**src/design/dcipm_pkg.sv**
```systemverilog
// package: register map, field positions and bus carrier for the channel irq and perf monitor block
package dcipm_pkg;
    localparam int unsigned ADDR_W = 12;
    localparam int unsigned CH_SHIFT = 6;
    localparam logic [5:0] OFS_IRQ_EN = 6'h20;
    localparam logic [5:0] OFS_IRQ_DIS = 6'h24;
    localparam logic [5:0] OFS_IRQ_MASK = 6'h28;
    localparam logic [5:0] OFS_IRQ_STAT = 6'h2c;
    localparam logic [11:0] OFS_PCTL = 12'h800;
    // status and mask bit positions
    localparam int unsigned BIT_RELOAD_ZERO = 0;
    localparam int unsigned BIT_COMPLETE = 1;
    localparam int unsigned BIT_ERROR = 2;
    // perf control field positions
    localparam int unsigned PC_EN0 = 0;
    localparam int unsigned PC_EN1 = 1;
    localparam int unsigned PC_OF0 = 4;
    localparam int unsigned PC_OF1 = 5;
    localparam int unsigned PC_RES0 = 8;
    localparam int unsigned PC_RES1 = 9;
    localparam int unsigned PC_SEL0 = 16;
    localparam int unsigned PC_SEL1 = 24;
    localparam int unsigned SEL_W = 6;
    // reset values
    localparam logic [2:0] MASK_RST = 3'h0;
    localparam logic [31:0] PCTL_RST = 32'h0000_0000;
    localparam logic [31:0] RDATA_IDLE = 32'h0000_0000;
    // avalon-mm request from the master
    typedef struct packed {
        logic [ADDR_W-1:0] address;
        logic read;
        logic write;
        logic [3:0] byteenable;
        logic [31:0] writedata;
    } dcipm_avs_req_t;
endpackage

```
**src/design/dcipm_top.sv**
```systemverilog
// top: per-channel interrupt mask/status and two-monitor performance counters behind avalon-mm
//////////////////////////////////////////////////////////////////////////////
// How it works
// - enable write ones set mask bits
// - disable write ones clear mask bits
// - mask resets zero, one enables source
// - error flag sticky until clear command
// - complete flag when both counters zero
// - reload-zero flag when reload counter zero
// - select fields pick monitored dma channel
// - monitor 1 reset bit, reads zero
// - monitor 0 reset bit, reads zero
// - freeze off: overflow resets monitor registers
// - freeze on: hold just before overflow
// - monitor 1 enable bit gates counting
// - monitor 0 enable bit gates counting
//////////////////////////////////////////////////////////////////////////////
module dcipm_top #(
    parameter int unsigned NUM_CH = 4,
    parameter int unsigned CNT_W = 32
) (
    input wire logic clock_i,
    input wire logic rst_i,
    input wire dcipm_pkg::dcipm_avs_req_t avs_req_i,
    input wire logic [NUM_CH-1:0] xfer_error_i,
    input wire logic [NUM_CH-1:0] error_clear_cmd_i,
    input wire logic [NUM_CH-1:0] xfer_counter_zero_i,
    input wire logic [NUM_CH-1:0] xfer_counter_reload_zero_i,
    input wire logic [NUM_CH-1:0] data_cycle_i,
    input wire logic [NUM_CH-1:0] stall_cycle_i,
    output logic avs_waitrequest_o,
    output logic [31:0] avs_readdata_o,
    output logic [NUM_CH-1:0] irq_o,
    output logic [1:0][CNT_W-1:0] mon_data_o,
    output logic [1:0][CNT_W-1:0] mon_stall_o
);
    import dcipm_pkg::*;

    typedef struct packed {
        logic waitreq;
        logic [31:0] rdata;
        logic [NUM_CH-1:0][2:0] mask;
        logic [NUM_CH-1:0] err;
        logic [NUM_CH-1:0] irq;
        logic [1:0][SEL_W-1:0] sel;
        logic [1:0] frz;
        logic [1:0] en;
        logic [1:0][CNT_W-1:0] data;
        logic [1:0][CNT_W-1:0] stall;
    } dcipm_state_t;

    dcipm_state_t state_ff;
    dcipm_state_t nxt_state;
    logic [NUM_CH-1:0][2:0] stat;
    logic wr_go;
    logic rd_take;
    logic [1:0] res_wr;
    logic [1:0] hit_d;
    logic [1:0] hit_s;
    logic [1:0] ovf;
    logic [63:0] dvec;
    logic [63:0] svec;

    // true when the address names register ofs of channel c
    function automatic logic ch_hit(input logic [ADDR_W-1:0] a, input logic [5:0] ofs, input int c);
        ch_hit = !a[ADDR_W-1] && (a[5:0] == ofs) && (int'(a[ADDR_W-2:CH_SHIFT]) == c);
    endfunction

    //////////////////////////////////////////////////////////////////////////////
    // next-state logic
    always_comb begin
        nxt_state = state_ff;
        // write lands at the edge where waitrequest is seen low
        wr_go = avs_req_i.write && !state_ff.waitreq;
        // read data is captured one edge before it is handed over
        rd_take = avs_req_i.read && state_ff.waitreq;
        // one wait cycle per access keeps read data straight from a flop
        nxt_state.waitreq = !((avs_req_i.read || avs_req_i.write) && state_ff.waitreq);

        // live status per channel
        for (int c = 0; c < NUM_CH; c++) begin
            stat[c][BIT_ERROR] = state_ff.err[c];
            stat[c][BIT_COMPLETE] = xfer_counter_zero_i[c] && xfer_counter_reload_zero_i[c];
            stat[c][BIT_RELOAD_ZERO] = xfer_counter_reload_zero_i[c];
        end

        // sticky error, a new error beats a clear in the same cycle
        for (int c = 0; c < NUM_CH; c++) begin
            if (xfer_error_i[c]) begin
                nxt_state.err[c] = 1'b1;
            end else if (error_clear_cmd_i[c]) begin
                nxt_state.err[c] = 1'b0;
            end
        end

        // mask set/clear, only byte lane 0 carries bits
        for (int c = 0; c < NUM_CH; c++) begin
            if (wr_go && avs_req_i.byteenable[0]) begin
                if (ch_hit(avs_req_i.address, OFS_IRQ_EN, c)) begin
                    nxt_state.mask[c] = state_ff.mask[c] | avs_req_i.writedata[2:0];
                end else if (ch_hit(avs_req_i.address, OFS_IRQ_DIS, c)) begin
                    nxt_state.mask[c] = state_ff.mask[c] & ~avs_req_i.writedata[2:0];
                end
            end
            // registered, so irq lags status by one cycle
            nxt_state.irq[c] = |(stat[c] & state_ff.mask[c]);
        end

        // perf control write, per byte lane
        res_wr = 2'b00;
        if (wr_go && avs_req_i.address == OFS_PCTL) begin
            if (avs_req_i.byteenable[0]) begin
                nxt_state.en[0] = avs_req_i.writedata[PC_EN0];
                nxt_state.en[1] = avs_req_i.writedata[PC_EN1];
                nxt_state.frz[0] = avs_req_i.writedata[PC_OF0];
                nxt_state.frz[1] = avs_req_i.writedata[PC_OF1];
            end
            if (avs_req_i.byteenable[1]) begin
                res_wr[0] = avs_req_i.writedata[PC_RES0];
                res_wr[1] = avs_req_i.writedata[PC_RES1];
            end
            if (avs_req_i.byteenable[2]) begin
                nxt_state.sel[0] = avs_req_i.writedata[PC_SEL0 +: SEL_W];
            end
            if (avs_req_i.byteenable[3]) begin
                nxt_state.sel[1] = avs_req_i.writedata[PC_SEL1 +: SEL_W];
            end
        end

        // monitors; a select beyond the channel count sees no traffic
        dvec = 64'(data_cycle_i);
        svec = 64'(stall_cycle_i);
        for (int m = 0; m < 2; m++) begin
            hit_d[m] = state_ff.en[m] && dvec[state_ff.sel[m]];
            hit_s[m] = state_ff.en[m] && svec[state_ff.sel[m]];
            ovf[m] = (hit_d[m] && &state_ff.data[m]) || (hit_s[m] && &state_ff.stall[m]);
            if (res_wr[m]) begin
                nxt_state.data[m] = '0;
                nxt_state.stall[m] = '0;
            end else if (ovf[m]) begin
                if (!state_ff.frz[m]) begin
                    nxt_state.data[m] = '0;
                    nxt_state.stall[m] = '0;
                end
                // freeze: both counters keep their value
            end else begin
                nxt_state.data[m] = state_ff.data[m] + CNT_W'(hit_d[m]);
                nxt_state.stall[m] = state_ff.stall[m] + CNT_W'(hit_s[m]);
            end
        end

        // read mux, unmapped and write-only words read zero
        nxt_state.rdata = RDATA_IDLE;
        if (rd_take) begin
            if (avs_req_i.address == OFS_PCTL) begin
                nxt_state.rdata[PC_EN0] = state_ff.en[0];
                nxt_state.rdata[PC_EN1] = state_ff.en[1];
                nxt_state.rdata[PC_OF0] = state_ff.frz[0];
                nxt_state.rdata[PC_OF1] = state_ff.frz[1];
                nxt_state.rdata[PC_SEL0 +: SEL_W] = state_ff.sel[0];
                nxt_state.rdata[PC_SEL1 +: SEL_W] = state_ff.sel[1];
                // reset bits are never stored, so they read zero
            end else begin
                for (int c = 0; c < NUM_CH; c++) begin
                    if (ch_hit(avs_req_i.address, OFS_IRQ_MASK, c)) begin
                        nxt_state.rdata[2:0] = state_ff.mask[c];
                    end else if (ch_hit(avs_req_i.address, OFS_IRQ_STAT, c)) begin
                        nxt_state.rdata[2:0] = stat[c];
                    end
                end
            end
        end
    end

    //////////////////////////////////////////////////////////////////////////////
    // state register
    always_ff @(posedge clock_i) begin
        if (rst_i) begin
            state_ff <= '0;
            state_ff.waitreq <= 1'b1;
            state_ff.rdata <= RDATA_IDLE;
            for (int c = 0; c < NUM_CH; c++) begin
                state_ff.mask[c] <= MASK_RST;
            end
            state_ff.sel[0] <= PCTL_RST[PC_SEL0 +: SEL_W];
            state_ff.sel[1] <= PCTL_RST[PC_SEL1 +: SEL_W];
        end else begin
            state_ff <= nxt_state;
        end
    end

    // outputs straight from the state flops
    assign avs_waitrequest_o = state_ff.waitreq;
    assign avs_readdata_o = state_ff.rdata;
    assign irq_o = state_ff.irq;
    assign mon_data_o = state_ff.data;
    assign mon_stall_o = state_ff.stall;
endmodule

```
**config.mk**
```make
export PLATFORM = sky130hd
export DESIGN_NAME = dcipm_top
export DESIGN_NICKNAME = d
export VERILOG_FILES = /design/src/design/dcipm_pkg.sv /design/src/design/dcipm_top.sv
export SDC_FILE = /design/constraint.sdc
export NUM_CORES = 1
export LEC_CHECK = 0
export ABC_AREA = 1
export BUFFER_PORTS_ARGS = -buffer_cell sky130_fd_sc_hd__buf_2
export CORE_ASPECT_RATIO = 1.25
export CORE_UTILIZATION = 30
export CTS_CLUSTER_SIZE = 28
export DETAILED_ROUTE_END_ITERATION = 10
export HOLD_SLACK_MARGIN = 0.1
export MAX_ROUTING_LAYER = met4
export PLACE_DENSITY = 0.57
export SYNTH_ARGS = -nofsm -noshare
export SYNTH_HDL_FRONTEND = slang
export SYNTH_SLANG_ARGS = --single-unit
```
**constraint.sdc**
```tcl
create_clock -name clock_i -period 3.2 [get_ports clock_i]
set_input_delay 0.8 -clock clock_i [delete_from_list [all_inputs] [get_ports clock_i]]
set_output_delay 0.8 -clock clock_i [all_outputs]
set_load 0.02 [all_outputs]
```
==> out/summary.txt, run 1 <==
post-CTS sizing - 0
H-tree levels - 4
asr flop ratio synth - 0%
Required @ worst endpoint - 3560 ps
Compound-Gate Fraction of Synth Area - 11.45%
Synth top cells by count - 450 x nand2_1, 230 x nor2_1, 182 x dfxtp_1
Clock Tree Buf Depth - 2
clock slew at reported path FFs - 70 ps
Core ar. - 0.03824 mm2
Static Leakage - 0.005037 uW
Largest delay share family, worst path - simple AND/OR/NAND/NOR gates
most frequent cell after synthesis - nand2_1
Synth top area share - 31.31%
RSZ-0062 raised after global routing - false
Synth Area in XOR/XNOR - 1.806%
r2r startpoint - state_ff[140]
drt total wl - 35,300 um
status - complete, no violations
most frequent CP cell - nand2_1
fin crit share - 84.75%
layout cell share with drive strength beyond 1 - 18.05%
Setup crit start - state_ff[140]
Global Route Usage Sum - 18.45%
IO Port Bufs - 212
critical path capture point type - flop
Synth Warn # - 0
Crit Path Max Fanout - 5
WS Path Type - flop to flop
sequential fraction of the synthesis area - 31.31%
die extent in y - 222.2 um
CP peak stage delay - 410 ps
mux share of post-synthesis cell area - 0%
Fmax - 0.3687 GHz
dominant cell type by area after synthesis - dfxtp_1
synthesized area - 0.01164 mm2
die span in x - 178.2 um
CTS Root Cell - clkbuf_16
Congestion Overflow GR - 0
stages on the worst setup path - 14
Placer Congestion - 0.9471
Synth area leaders - dfxtp_1 31%, nand2_1 15%, buf_4 11%
CTS tree - yes
DRC - 0
min setup slack post-route - 488.0 ps
Worst Hold Depth - 2
# IOs - 241
global-route wire length before repair - 55,620 um
post-CTS setup repair buffer count - 0
DP Wirelength - 27,170 um
CTS Buf Count - 17
Mean Syn Cell Area - 6.535 um2
final hold viol count - 0
initial antenna violation count - 2
CTS Hold Bufs - 0
largest family of logic cells by synthesized area - simple AND/OR/NAND/NOR gates
Cell Rows - 80
HP Start - state_ff[142]
later-pin clock latency in the skew report - 470 ps
max-cap violations - 0
skew final - 12.02 ps
CP max stage cell - nor4_1
Hold Path Class - flop to flop
routed length per instance - 15.06 um
Slew Limit Fails - 0
Yosys reg bits - 182
Yosys cell types - 45
vias in the first global route - 10,563
ANT nets after route - 0
Cells after Synth - 1,781
area growth from synthesis to layout - 8.353%
DR vias/cell - 4.825
CP arrival - 3070 ps
# clock sinks - 182
final setup vio count - 0
DR iter-0 viols - 703
Post-synth top flop - dfxtp_1
peak supply drop - 0.0003641 V
Via Count - 11,310
crit path time final - 2712 ps
Initial Utilization - 30.44%
worst slew pin tran - 753.5 ps
First-pass DRT Iterations - 5
Placement Setup Slack - 121.6 ps
critical-path cell list - nor3_1 -> nand3_1 -> a21oi_1 -> buf_4 -> ha_1 -> nand2_1 -> inv_1 -> nand2_1 -> nor2_1 -> inv_1 -> nor4_1 -> nand2_1 -> o21ai_0 -> nor2_1
# nets final - 1,921
max_slew headroom - 49.71%
final setup TNS - 0 ps
Power Density - 357.0 mW/mm2
Post-synth EDFFs - 0
WP buf/inv - 3
startpoint class of the critical path - flop
Synth Area in Adders - 0.8600%
pin count of the biggest net entering global routing - 43
Reg2Reg Depth - 14
Post-Synth Simple-Gate Area - 36.76%
area of the die - 0.03959 mm2
[through the flow]
| stage | total power [uW] | utilization, % | cell area, um2 | instances | hold WS [ps] |
|---|---|---|---|---|---|
| 6_report | 4502 | 32.98 | 12610 | 2344 | 460.2 |
| 5_1_grt | 4678 | 32.98 | 12610 | 2344 | 485.6 |
| 4_1_cts | 4584 | 32.95 | 12600 | 2342 | 461.2 |
| 3_5_place_dp | 2479 | 31.52 | 12050 | 2310 | 445.9 |
| 3_3_place_gp | 2476 | 31.52 | 12050 | 2310 | 434.2 |
| 2_1_floorplan | 2423 | - | 11690 | 1795 | 430.5 |
[cells in the final DEF, fill, tap and decap left out, types with 21 or more instances in the layout]
cell / n
nand2_1: 450
nor3_1: 57
nor2_1: 230
inv_1: 138
nand3_1: 127
o21ai_0: 24
dfxtp_1: 182
nand4_1: 34
a21oi_1: 147
xor2_1: 23
buf_2: 212
or2_2: 21
[worst register-to-register path, cell delays in order (launching register included)]
cell,delay (ps)
dfxtp_1,320
nor3_1,230
nand3_1,200
a21oi_1,180
buf_4,160
ha_1,210
nand2_1,90
inv_1,80
nand2_1,100
nor2_1,140
inv_1,130
nor4_1,410
nand2_1,140
o21ai_0,160
nor2_1,60
[per-layer routing]
metal  wire (um)  vias to the layer above  global-route usage, %
li1            -                     5729                      -
met1       15560                     5217                  21.91
met2       17180                      317                  30.71
met3        1716                       47                  3.183
met4         842                        0                  7.135
met5           0                        -                      -
[state kept, by name, summed over array words and instances, names as in the netlist, named ones only]
name               cells
avs_readdata_o        17
state_ff              16
irq_o                  4
avs_waitrequest_o      1
mon_data_o            64
mon_stall_o           64
stat                   4
[power breakdown]
| group | total, uW | internal (uW) | switching, uW | leakage (uW) |
|---|---|---|---|---|
| registers | 2270 | 2270 | 4.48 | 0.00147 |
| clock network | 2080 | 1040 | 1030 | 0.000260 |
| logic | 153 | 50.4 | 103 | 0.00331 |
| total | 4500 | 3360 | 1140 | 0.00504 |
[worst paths after layout]
path	end	slack [ps]
max	mon_stall_o[52]	490
min	avs_readdata_o[28]	460
max reg2reg	mon_stall_o[52]	490
min reg2reg	avs_readdata_o[28]	460
[cell families after synthesis]
kind of cell,Yosys count
other,1
flip-flops,182
AND/OR/NAND/NOR,977
adder cells (fa/ha/maj),8
AO/OA/AOI/OAI,233
buffers and inverters,356
XOR/XNOR,24
[area by class of cell]
class                   instances  area (um2)
multi-input cells            1257        5986
fillers                      4235       25630
inverters                     144       540.5
diodes                          2       5.005
flip-flops and latches        182        3643
clock inverters                12       92.59
clock buffers                  20       456.7
well taps                     492       615.6
repair buffers                235        1271
Power figures use the tool's default switching activity.
==> run 2, diff against run 1 <==
- clock period: 3.2 -> 2.7 ns (I/O delays scaled with it)
==> run 2 against run 1 <==
Via count rose by 1.4%. Fmax rose by 14%. Die area did not move. Worst hold slack got worse by 39 ps. Routed wire length rose by 1.3%. Clock skew rose by 7.4 ps. Register-to-register slack got worse by 180 ps. Critical path depth fell by 2. Final area rose by 3.8%. Sequential share of layout area fell by 1.1 points. Critical path type unchanged. Largest power group unchanged. Highest routed layer unchanged.
==> out/summary.txt, run 2 (synthesized netlist as in run 1, its figures left out) <==
status - complete, no violations
crit path time final - 2388 ps
Clock Power Share - 47.5%
# IOs - 241
commonest non-fill, non-tap cell in the layout - nand2_1
CTS Root Cell - clkbuf_16
Via Count - 11,470
H-tree levels - 4
DRC - 0
routed length per instance - 14.93 um
CTS Buf Count - 17
final setup TNS - 0 ps
area of the die - 0.03959 mm2
Initial Utilization - 30.44%
Hold Path Class - input pin to flop
most frequent cells in the layout - 450 x nand2_1, 228 x nor2_1, 212 x buf_2, 182 x dfxtp_1, 146 x a21oi_1
overall power - 5483 uW
sequential share of power - 49.1%
final setup vio count - 0
initial antenna violation count - 5
drt total wl - 35,750 um
DR iter-0 viols - 680
Placer Congestion - 0.9633
# nets final - 1,970
WS Path Type - flop to flop
max-cap violations - 0
# clock sinks - 182
clock slew at reported path FFs - 80 ps
final non-filler cell total - 2,395
layout cell share with drive strength beyond 1 - 20.65%
IO Port Bufs - 212
Fmax - 0.4187 GHz
critical path capture point type - flop
max_slew headroom - 53.49%
Crit Path Max Fanout - 9
DP Cell Count - 2,358
die extent in y - 222.2 um
CP arrival - 2740 ps
skew final - 19.42 ps
global-route wire length before repair - 56,400 um
ANT nets after route - 0
DR vias/cell - 4.789
Net Sw Frac - 23.88%
die span in x - 178.2 um
final hold viol count - 0
Clock Tree Buf Depth - 2
area growth from synthesis to layout - 12.49%
peak supply drop - 0.0004204 V
Reg2Reg Depth - 12
Worst Hold Depth - 3
internal power - 4174 uW
CTS tree - yes
RSZ-0062 raised after global routing - false
Static Leakage - 0.005318 uW
Cell Rows - 80
design area - 0.01309 mm2
vias in the first global route - 10,748
Global Route Usage Sum - 18.67%
Cell Area, Placed - 0.01242 mm2
startpoint class of the critical path - flop
fin crit share - 88.46%
Slew Limit Fails - 0
Core ar. - 0.03824 mm2
First-pass DRT Iterations - 6
Net Sw Power - 1309 uW
Required @ worst endpoint - 3050 ps
DP Wirelength - 27,820 um
Power Density - 418.8 mW/mm2
Gate power share - 3.4%
pin count of the biggest net entering global routing - 47
worst slew pin tran - 696.8 ps
Congestion Overflow GR - 0
later-pin clock latency in the skew report - 450 ps
==> run 2: per-stage QoR <==
step / util [%] / setup slack [ps] / hold WS, ps
6_report: 34.24 / 311.6 / 421.1
5_1_grt: 34.24 / 14.18 / 413.3
4_1_cts: 34.05 / 81.07 / 395.6
3_5_place_dp: 32.49 / -65.35 / 446.6
3_3_place_gp: 32.49 / -43.77 / 434.9
2_1_floorplan: - / 267.2 / 430.5
==> run 2: routing by layer <==
layer / vias to the layer above / wire [um] / track usage [%]
met4: 0 / 916 / 7.381
li1: 5841 / - / -
met1: 5253 / 15700 / 22.51
met5: - / 0 / -
met3: 52 / 1743 / 3.337
met2: 324 / 17390 / 30.51
==> run 2: final cells by class <==
class / count / area [um2]
clock buffer: 19 / 452.9
clock inverter: 12 / 141.4
antenna: 5 / 12.51
tap: 492 / 615.6
inverter: 144 / 540.5
timing repair buffer: 284 / 1652
fill: 4226 / 25140
sequential: 182 / 3643
multi-input combinational: 1257 / 6035
==> run 2: path summary, 6_finish.rpt <==
check	start	to	slack [ps]
hold reg to reg	state_ff[142]	avs_readdata_o[28]	460
hold / removal	xfer_error_i[0]	stat[2]	420
setup / recovery	state_ff[138]	mon_data_o[51]	310
setup reg to reg	state_ff[138]	mon_data_o[51]	310
==> run 2: critical path, cell delays in order (launching register included) <==
cell and delay (ps):
dfxtp_1 560, o21ai_0 240, a21oi_4 210, ha_1 200
nand2_1 100, nor2_1 160, nand2_1 90, nor2_1 140
nand4_1 150, nor3_1 220, nand3_1 100, nand2_1 70
a21oi_1 40
==> run 2: power by group through the flow <==
stage,Combinational (uW),Clock (uW),Sequential [uW]
floorplan,117,0,2750
global placement,182,0,2750
detailed placement,184,0,2750
CTS,185,2710,2690
global route,205,2810,2690
finish,184,2610,2690
==> run 2: what timing repair did <==
| action | CTS | global route |
|---|---|---|
| setup buffers | 0 | 1 |
| hold buffers | 0 | 0 |
| endpoints found under the setup margin | 0 | 21 |
| gates resized for setup | 0 | 11 |
